--- src/lhp_pkg.sv ---
`default_nettype none

package lhp_pkg;
	localparam int unsigned MCLK_HZ = 20_000_000;
	localparam int unsigned APB_AW = 8;
	localparam int unsigned DW = 16;
	localparam int unsigned AW = 16;

	localparam logic [APB_AW-1:0] OFS_CTRL = 8'h00;
	localparam logic [APB_AW-1:0] OFS_STATUS = 8'h04;
	localparam logic [APB_AW-1:0] OFS_XFER_CNT = 8'h08;

	localparam int unsigned CTRL_PANEL_ON = 0;
	localparam int unsigned CTRL_PORT_EN = 1;
	localparam logic [1:0] CTRL_RESET = 2'h2;

	localparam int unsigned STAT_ENDIAN = 8;
	localparam int unsigned STAT_PWR_POL = 9;
	localparam int unsigned STAT_BUSY = 10;

	localparam logic [2:0] STRAP_PROC_A = 3'h0;
	localparam logic [2:0] STRAP_PROC_B = 3'h1;
	localparam logic [2:0] STRAP_STROBE = 3'h3;
	localparam logic [2:0] STRAP_MC2 = 3'h5;
	localparam logic [2:0] STRAP_GENERIC = 3'h7;

	// top 32 bytes of the 64K window hold the control registers
	localparam logic [10:0] REG_WIN = 11'h7FF;
	localparam logic [15:0] XFER_CNT_RESET = 16'h0000;

	typedef enum logic [6:0] {
		MODE_NONE = 7'h01,
		MODE_PROC_A = 7'h02,
		MODE_PROC_B = 7'h04,
		MODE_STROBE = 7'h08,
		MODE_MC2 = 7'h10,
		MODE_GEN1 = 7'h20,
		MODE_GEN2 = 7'h40
	} lhp_mode_t;

	typedef enum logic [2:0] {
		ST_IDLE = 3'h1,
		ST_REQ = 3'h2,
		ST_DONE = 3'h4
	} lhp_state_t;
endpackage

`default_nettype wire

--- src/lhp_host_port.sv ---
// The address map and the APB slave port were chosen for this implementation.
`timescale 1ns/1ps
`default_nettype none

// How it works
// - latch bus mode straps and status pin at reset
// - pin roles follow latched mode until reset
// - sixteen bit data port, six selectable modes, transfers only in MODE_GEN1 and MODE_STROBE
// - latch endian and panel power polarity straps
// - generic mode transfers timed by host bus clock
// - generic mode writes only bytes whose strobes active
// - generic mode per byte read strobes, direction pin reused
// - wait held until data valid or accepted
// - strobe mode transfers timed by host bus clock
// - strobe mode uses address bits one to fifteen
// - strobe mode byte enables from bit zero, high strobe
// - strobe mode direction pin low write, high read
// - strobe mode address valid only under address strobe
// - variable wait states per access from arbitration
// - registers at top 32 bytes, buffer from base

module lhp_host_port (
	input wire logic mclk,
	input wire logic rst,
	input wire logic psel,
	input wire logic penable,
	input wire logic pwrite,
	input wire logic [lhp_pkg::APB_AW-1:0] paddr,
	input wire logic [31:0] pwdata,
	output logic [31:0] prdata,
	output logic pready,
	output logic pslverr,
	input wire logic host_bus_clock,
	input wire logic chip_select_n,
	input wire logic bus_status_strobe_n,
	input wire logic low_byte_write_strobe_n,
	input wire logic high_byte_write_strobe_n,
	input wire logic low_byte_read_strobe_n,
	input wire logic read_write_n,
	input wire logic [lhp_pkg::AW-1:0] host_addr,
	input wire logic [lhp_pkg::DW-1:0] host_data_in,
	output logic [lhp_pkg::DW-1:0] host_data_out,
	output logic host_data_oe_n,
	output logic host_wait_n,
	input wire logic [2:0] bus_mode_straps,
	input wire logic [1:0] endian_and_power_polarity_straps,
	output logic panel_power_control,
	output logic mem_req,
	output logic mem_we,
	output logic [14:0] mem_word_addr,
	output logic [1:0] mem_byte_en,
	output logic [lhp_pkg::DW-1:0] mem_wdata,
	output logic mem_reg_sel,
	input wire logic mem_ack,
	input wire logic [lhp_pkg::DW-1:0] mem_rdata
);
	import lhp_pkg::*;

	localparam int unsigned SW = 1 + 6 + AW + DW + 5;

	logic [SW-1:0] sync_in;
	logic [SW-1:0] sync_out;
	logic hclk_s, cs_s, bs_s, we0_s, we1_s, rd0_s, rdwr_s;
	logic [AW-1:0] addr_s;
	logic [DW-1:0] din_s;
	logic [2:0] mstrap_s;
	logic [1:0] xstrap_s;

	assign sync_in = {host_bus_clock, chip_select_n, bus_status_strobe_n,
		low_byte_write_strobe_n, high_byte_write_strobe_n, low_byte_read_strobe_n,
		read_write_n, host_addr, host_data_in, bus_mode_straps,
		endian_and_power_polarity_straps};

	lhp_sync #(.W(SW)) u_sync (
		.mclk(mclk),
		.d(sync_in),
		.q(sync_out)
	);

	assign {hclk_s, cs_s, bs_s, we0_s, we1_s, rd0_s, rdwr_s, addr_s, din_s, mstrap_s,
		xstrap_s} = sync_out;

	// strap capture
	lhp_mode_t mode_q;
	lhp_mode_t mode_dec;
	logic latch_pend_q;
	logic big_endian_q;
	logic pwr_high_q;

	assign mode_dec = (mstrap_s == STRAP_PROC_A) ? MODE_PROC_A :
		(mstrap_s == STRAP_PROC_B) ? MODE_PROC_B :
		(mstrap_s == STRAP_STROBE) ? MODE_STROBE :
		(mstrap_s == STRAP_MC2) ? MODE_MC2 :
		(mstrap_s == STRAP_GENERIC) ? (bs_s ? MODE_GEN2 : MODE_GEN1) :
		MODE_NONE;

	// straps are taken in the first cycle after release, so rst must span the sync delay
	always_ff @(posedge mclk) begin
		if (rst) begin
			latch_pend_q <= 1'b1;
			mode_q <= MODE_NONE;
			big_endian_q <= 1'b0;
			pwr_high_q <= 1'b0;
		end else if (latch_pend_q) begin
			latch_pend_q <= 1'b0;
			mode_q <= mode_dec;
			big_endian_q <= xstrap_s[0];
			pwr_high_q <= xstrap_s[1];
		end
	end

	// register file
	logic [1:0] ctrl_q;
	logic [15:0] xfer_cnt_q;
	logic [31:0] prdata_q;
	logic panel_pwr_q;
	logic apb_setup, apb_access, apb_wr;
	logic hit_ctrl, hit_status, hit_cnt, hit_any;
	logic [31:0] status_w;
	logic [31:0] rd_mux;

	assign apb_setup = psel & ~penable;
	assign apb_access = psel & penable;
	assign apb_wr = apb_access & pwrite;
	assign hit_ctrl = (paddr == OFS_CTRL);
	assign hit_status = (paddr == OFS_STATUS);
	assign hit_cnt = (paddr == OFS_XFER_CNT);
	assign hit_any = hit_ctrl | hit_status | hit_cnt;

	lhp_state_t state_q;
	lhp_state_t state_d;

	assign status_w = {21'h0, (state_q != ST_IDLE), pwr_high_q, big_endian_q, 1'b0, mode_q};
	assign rd_mux = hit_ctrl ? {30'h0, ctrl_q} :
		hit_status ? status_w :
		hit_cnt ? {16'h0, xfer_cnt_q} : 32'h0;

	// registers answer at once; the register bus never sees a wait state
	assign pready = 1'b1;
	assign pslverr = apb_access & ~hit_any;
	assign prdata = prdata_q;

	always_ff @(posedge mclk) begin
		if (rst) begin
			ctrl_q <= CTRL_RESET;
			prdata_q <= 32'h0;
			panel_pwr_q <= 1'b0;
		end else begin
			if (apb_wr && hit_ctrl) begin
				ctrl_q <= pwdata[1:0];
			end
			if (apb_setup) begin
				prdata_q <= rd_mux;
			end
			panel_pwr_q <= pwr_high_q ? ctrl_q[CTRL_PANEL_ON] : ~ctrl_q[CTRL_PANEL_ON];
		end
	end

	assign panel_power_control = panel_pwr_q;

	// host cycle decode
	logic hclk_q;
	logic hclk_rise;
	logic gen, stb, port_on, sel;
	logic gen_wr_lo, gen_wr_hi, gen_rd_lo, gen_rd_hi, gen_wr, gen_rd;
	logic stb_lo, stb_hi, stb_wr, stb_as;
	logic cycle_on, start_req, is_write_w;
	logic [1:0] be_raw, be_ord;
	logic [DW-1:0] wdata_ord, rdata_ord;

	assign hclk_rise = hclk_s & ~hclk_q;
	assign port_on = ctrl_q[CTRL_PORT_EN];
	assign gen = port_on & (mode_q == MODE_GEN1);
	assign stb = port_on & (mode_q == MODE_STROBE);
	assign sel = ~cs_s;

	assign gen_wr_lo = ~we0_s;
	assign gen_wr_hi = ~we1_s;
	assign gen_rd_lo = ~rd0_s;
	assign gen_rd_hi = ~rdwr_s;
	assign gen_wr = gen_wr_lo | gen_wr_hi;
	assign gen_rd = gen_rd_lo | gen_rd_hi;

	assign stb_lo = ~addr_s[0];
	assign stb_hi = ~we1_s;
	assign stb_wr = ~rdwr_s;
	assign stb_as = ~bs_s;

	assign cycle_on = sel & (gen ? (gen_wr | gen_rd) : stb ? stb_as : 1'b0);
	assign start_req = (state_q == ST_IDLE) & hclk_rise & sel &
		(gen ? (gen_wr | gen_rd) : stb ? (stb_as & (stb_lo | stb_hi)) : 1'b0);
	assign is_write_w = gen ? gen_wr : stb_wr;
	assign be_raw = gen ? (gen_wr ? {gen_wr_hi, gen_wr_lo} : {gen_rd_hi, gen_rd_lo}) :
		{stb_hi, stb_lo};
	// byte order swap is per strap, independent of the bus mode
	assign be_ord = big_endian_q ? {be_raw[0], be_raw[1]} : be_raw;
	assign wdata_ord = big_endian_q ? {din_s[7:0], din_s[15:8]} : din_s;
	assign rdata_ord = big_endian_q ? {mem_rdata[7:0], mem_rdata[15:8]} : mem_rdata;

	always_comb begin
		state_d = state_q;
		unique case (state_q)
			ST_IDLE: begin
				if (start_req) begin
					state_d = ST_REQ;
				end
			end
			ST_REQ: begin
				if (mem_ack) begin
					state_d = ST_DONE;
				end
			end
			ST_DONE: begin
				if (!cycle_on) begin
					state_d = ST_IDLE;
				end
			end
		endcase
	end

	logic we_q, reg_sel_q;
	logic [1:0] be_q;
	logic [14:0] waddr_q;
	logic [DW-1:0] wdata_q, rdata_q;

	always_ff @(posedge mclk) begin
		if (rst) begin
			state_q <= ST_IDLE;
			hclk_q <= 1'b0;
			we_q <= 1'b0;
			be_q <= 2'h0;
			waddr_q <= 15'h0;
			wdata_q <= 16'h0;
			reg_sel_q <= 1'b0;
			rdata_q <= 16'h0;
			xfer_cnt_q <= XFER_CNT_RESET;
		end else begin
			state_q <= state_d;
			hclk_q <= hclk_s;
			if (start_req) begin
				we_q <= is_write_w;
				be_q <= be_ord;
				waddr_q <= addr_s[15:1];
				wdata_q <= wdata_ord;
				reg_sel_q <= (addr_s[15:5] == REG_WIN);
			end
			if (state_q == ST_REQ && mem_ack) begin
				xfer_cnt_q <= xfer_cnt_q + 16'h1;
				if (!we_q) begin
					rdata_q <= rdata_ord;
				end
			end
		end
	end

	assign mem_req = (state_q == ST_REQ);
	assign mem_we = we_q;
	assign mem_byte_en = be_q;
	assign mem_word_addr = waddr_q;
	assign mem_wdata = wdata_q;
	assign mem_reg_sel = reg_sel_q;

	// wait goes low as soon as a cycle is seen and rises only once the access is done
	assign host_wait_n = ~(cycle_on & (state_q != ST_DONE));
	assign host_data_oe_n = ~((state_q == ST_DONE) & ~we_q & cycle_on);
	assign host_data_out = rdata_q;
endmodule // lhp_host_port

`default_nettype wire

--- src/lhp_sync.sv ---
`timescale 1ns/1ps
`default_nettype none

module lhp_sync #(
	parameter int unsigned W = 1
) (
	input wire logic mclk,
	input wire logic [W-1:0] d,
	output logic [W-1:0] q
);
	logic [W-1:0] s1_q;
	logic [W-1:0] s2_q;

	// plain two-stage chain; no reset so strap values flow through during reset
	always_ff @(posedge mclk) begin
		s1_q <= d;
		s2_q <= s1_q;
	end

	assign q = s2_q;
endmodule // lhp_sync

`default_nettype wire

--- config.mk ---
export PLATFORM = sky130hd
export DESIGN_NAME = lhp_host_port
export DESIGN_NICKNAME = d
export VERILOG_FILES = /design/src/lhp_pkg.sv /design/src/lhp_host_port.sv /design/src/lhp_sync.sv
export SDC_FILE = /design/constraint.sdc
export NUM_CORES = 1
export LEC_CHECK = 0
export BUFFER_PORTS_ARGS = -buffer_cell sky130_fd_sc_hd__buf_2
export CAP_MARGIN = 40
export CORE_MARGIN = 8
export CORE_UTILIZATION = 45
export DETAILED_ROUTE_END_ITERATION = 6
export PLACE_DENSITY = 0.77
export SYNTH_ARGS = -nofsm -noshare
export SYNTH_HDL_FRONTEND = slang
export SYNTH_SLANG_ARGS = --single-unit
--- constraint.sdc ---
create_clock -name mclk -period 2 [get_ports mclk]
set_clock_uncertainty 0.15 [all_clocks]
set_input_delay 0.2 -clock mclk [delete_from_list [all_inputs] [get_ports mclk]]
set_output_delay 0.2 -clock mclk [all_outputs]
set_load 0.005 [all_outputs]
* Word level (Yosys, flattened, before mapping)
Index checks and enable logic that the tools add are counted.
Cells by class: $add $sub $neg 1, eq/ne operators 17, multiplexer cells 25, bitwise logic cells 35, reduce and logical (&&, ||, !) cells 6
Operators by type and width (number):
- 2-to-1 mux 16 bit | 5
- 2-to-1 mux 7 bit | 6
- adder 16 x 1 -> 16 bit (second input constant) | 1
- AND 1 bit | 15
- inverter 1 bit | 14
- == test 11 bit (second input constant) | 1
- == test 3 bit (second input constant) | 3
- 2-to-1 mux 3 bit | 3
- case mux 3 bit (3 select lines) | 1
- == test 8 x 3 -> 1 bit (second input constant) | 1
- == test 8 x 4 -> 1 bit (second input constant) | 1
- zero test 8 bit | 1
- == test 7 x 4 -> 1 bit (second input constant) | 1
- == test 7 x 6 -> 1 bit (second input constant) | 1
- 2-to-1 mux 1 bit | 7
- == test 3 x 1 -> 1 bit (second input constant) | 2
- == test 3 x 2 -> 1 bit (second input constant) | 2
- 2-to-1 mux 2 bit | 3
- OR 1 bit | 6
- inequality test 2 bit (second input constant) | 2
- zero test 3 bit | 1
- inequality test 3 x 1 -> 1 bit (second input constant) | 1
- inequality test 3 bit (second input constant) | 1
- AND reduction 3 bit | 1
- 3 further kinds | 4
Word-level totals: register bits after elaboration 204, bits of input ports 106, output and inout bits 89

* Longest topological paths before layout
depth after elaboration 8, depth in mapped cells 7, mapped depth without buffers 5

* Modules after synthesis
From an unflattened synthesis, not the netlist that was laid out.
Second synthesis, totals: cell total of the unflattened synthesis 574, area, all modules 6147.1 µm²
Modules (own cells, without submodules):
- lhp_host_port | times used 1, cells an instance 486, area each 4385.5 µm², sequential area each 2001.9 µm²
- lhp_sync | times used 1, cells an instance 88, area each 1761.7 µm², sequential area each 1761.7 µm²

* Worst setup path after synthesis
Ideal clock, no wire load.
path kind reg2reg, start reg state_q[0], end reg reg_sel_q, in the netlist mem_reg_sel, arrival 1.967 ns, data required time 1.722 ns, path slack -0.245 ns, cell stages (with the launch flop) 7, clock period less this slack 2.245 ns, cell sequence dfxtp_1 -> or3b_1 -> or3b_1 -> nor4_4 -> buf_6 -> mux2i_1 -> nor2_1
On the way: cells in the longest elaborated chain, start to end 4
Ends and longest elaborated chain:
- start, declared | RTL line lhp_host_port.sv:130 | lhp_state_t state_q;
- start signal, assigned | RTL line lhp_host_port.sv:238 | state_q <= state_d;
- == test 3 x 1 -> 1 bit | RTL line lhp_host_port.sv:190 | assign start_req = (state_q == ST_IDLE) & hclk_rise & sel &
- AND 1 bit (3 in a row) | RTL line lhp_host_port.sv:190
- end signal, assigned | RTL line lhp_host_port.sv:245 | reg_sel_q <= (addr_s[15:5] == REG_WIN);
- end, declared | RTL line lhp_host_port.sv:221 | logic we_q, reg_sel_q;
Every way passes these cells. A chain may end at the register's enable or synchronous reset.

* Final worst setup path
start reg state_q[2], end reg we_q, in the netlist mem_we
On the way: cells in the longest elaborated chain, start to end 4
Ends and longest elaborated chain:
- == test 3 x 1 -> 1 bit | RTL line lhp_host_port.sv:190
- AND 1 bit (3 in a row) | RTL line lhp_host_port.sv:190
- end signal, assigned | RTL line lhp_host_port.sv:241 | we_q <= is_write_w;
- end, declared | RTL line lhp_host_port.sv:221
Every way passes these cells.

==> run metrics <==
status finished, violations left; failing checks setup timing; TritonCTS Sinks 188; Critical-path top delay cell or3b_4; FP Rows between 40 and 50; Worst Tran Pin Value roughly 0.54 ns; DRT iter0 DRCs around 290; PortBufs 147; TritonRoute pass-1 iters 5; synth cell count leaders 188 x dfxtp_1, 78 x nor2_1, 54 x mux2i_1; final WL roughly 17000 um; Placer Congestion just under 0.8; Finished Cell Area slightly above 9000 um^2; post-synthesis sequential area ratio 60.0%; Longest Clk Path Bufs 2; Congestion Overflow GR 0; ranking of synthesized cells by area dfxtp_1 60%, mux2i_1 8.6%, nor2_1 4.7%; total power 7.77 mW; count leader, synth dfxtp_1; CP Launch Type flop; syn_area_per_cell roughly 11 um^2; IO Pins between 150 and 200; slowest stage delay, CP between 0.4 and 0.5 ns; reg2reg end mem_we$_SDFFE_PP0P_; Routed Antenna Nets 0; Yosys Warn Count 0; DP Cell Count ~900; post-synth cell types 47; RSZ-0062 raised after global routing true; EDFF count, synth 0; Yosys top cell area share approximately three fifths; initial core utilization a little under half; die area roughly 18000 um^2; Setup CP Type flop to flop; clock-pin slew on the worst setup and hold paths 0.07 ns; worst hold stages 4; Reg2Reg Depth 8; total CTS buffers 17; Setup crit end kind flop; final hold slack slightly above 0.06 ns; final setup margin -0.260 ns; Final setup viols 40; vias in the first global route around 5500; Power Dens Cells about 850 nW/um^2; first-pass GRT wire length roughly 27000 um; Register-to-Register Setup Slack -0.26 ns; CTS tree built; largest area contributor in the netlist dfxtp_1; most frequent CP cell or3b_4; via-per-instance ratio 5.10; Hold Crit Class input pin to flop; Synth async-reset ratio 0%; Max Slew Vio Count 0; dominant synthesized flop cell dfxtp_1; Synth Register Bits about 190; largest net degree at the start of global routing between 50 and 60; critical path fanouts, max 5; DP Worst Slack -0.265 ns; via count approximately 5200; Crit path arrival time approximately 2.5 ns; VDD IR max 0.000790 V; crit share post-route 113%; initial antenna violation count 1; fin nets between 900 and 1000; core area 13800 um^2; Synth Cell Area 6270 um^2; Area Growth Syn to Fin 45.2%; CP endpoint mem_we$_SDFFE_PP0P_; Die X approximately 130 um; post-synthesis cell count around 580; number of fill cells 992; CP cell instances or3b_4, or3b_4, nor4_4, buf_4, buf_12, buf_16, nand3_2, a21oi_2; max frequency roughly 440 MHz; WL/cell between 15 and 20 um; final core utilization between 60% and 70%; Final Hold Fails 0; MaxCap Viol Count 0; H-tree Lvls 4; CP required 2.20 ns; Pleak around 3.8 nW; drt drc 0; placed inst area between 7000 and 8000 um^2; Clk Latency, worst-skew pair 0.43 ns; chip height 134 um; critical register-to-register path startpoint state_q[2]$_SDFFE_PP0P_; Global Route Usage Sum a little under a fifth; layout cell share with drive strength beyond 1 between 30% and 40%; clk root buf clkbuf_16; Max-slew headroom roughly 64%; crit path launch state_q[2]$_SDFFE_PP0P_; dpl hpwl between 10000 and 15000 um; TNS Setup -7.36 ns; post-layout minimum cycle time between 2 and 2.5 ns; min-delay src penable; Non-Filler Instances 1020
cell type report:
cell class	count	area, um^2	share of cell area [%]
clock inverters	13	154	1.69
inverters	6	22.5	0.247
clock buffers	19	443	4.86
diodes	1	2.50	0.0275
flip-flops and latches	188	3770	41.4
well taps	180	225	2.47
repair buffers	261	2000	21.9
multi-input cells	352	2500	27.4
placed cells by master, fill, tap and decap left out, drive strengths merged, types with 7 or more instances in the layout:
cell         count
clkbuf          20
inv             11
a22oi           11
xor2             7
buf            197
conb            17
dfxtp          188
nand4           11
mux2i           54
a21oi           22
dlygate4sd3     63
o21ai           14
nand3           15
a211oi          32
nand2           30
nor2            82
registers in the layout, summed over array words and instances (netlist names):
signal	flops
big_endian_q	1
ctrl_q	2
hclk_q	1
host_data_out	16
latch_pend_q	1
mem_byte_en	2
mem_reg_sel	1
mem_wdata	16
mem_we	1
mem_word_addr	15
mode_q	7
panel_power_control	1
prdata	16
pwr_high_q	1
state_q	3
u_sync.q	44
u_sync.s1_q	44
xfer_cnt_q	16
how the worst min path moves through the flow:
| stage | endpoint | slack (ns) |
|---|---|---|
| final | prdata[7]$_SDFFE_PP0P_ | 0.06 |
| after floorplan | latch_pend_q$_DFF_P_ | 0.08 |
| after global routing | prdata[7]$_SDFFE_PP0P_ | 0.10 |
| after detailed placement | u_sync.s1_q[28]$_DFF_P_ | 0.15 |
| after CTS | prdata[7]$_SDFFE_PP0P_ | 0.04 |
| after global placement | u_sync.s1_q[10]$_DFF_P_ | 0.15 |
critical path, delay by kind of cell (launching register included):
kind            cells  cell delay, ns
compound gates      1            0.20
buf+inv             3            0.44
flops               1            0.32
simple gates        4            1.06
cell families after synthesis:
| logic type | synth area share, % |
|---|---|
| AOI/OAI and AO/OA | 10.8 |
| buffers and inverters | 4.75 |
| muxes | 8.62 |
| DFF | 60.0 |
| adders and majority gates | 0.199 |
| other | 0.120 |
| xor gates and xnor gates | 1.68 |
| and+or+nand+nor | 13.8 |
repair_timing:
action / CTS / global route
hold buffers: 63 / 0
cloned: 6 / 1
resized for setup: 33 / 24
pin swaps: 11 / 7
endpoints found under the hold margin: 62 / 0
setup buffers: 6 / 3
endpoints found under the setup margin: 46 / 48
metal layers:
| layer | track usage (%) | share of wire (%) | vias to the layer above |
|---|---|---|---|
| li1 | - | - | 2476 |
| met1 | 19.6 | 38 | 2501 |
| met2 | 34.5 | 53 | 185 |
| met3 | 5.16 | 6.3 | 40 |
| met4 | 9.30 | 3.0 | 0 |
| met5 | 0 | 0 | - |
where the power goes:
part	total, mW	switching (mW)	leakage (nW)	internal (mW)
clock network	3.39	1.48	0.290	1.91
logic	0.463	0.209	1.94	0.254
registers	3.92	0.0630	1.55	3.86
Power figures use the tool's default switching activity.
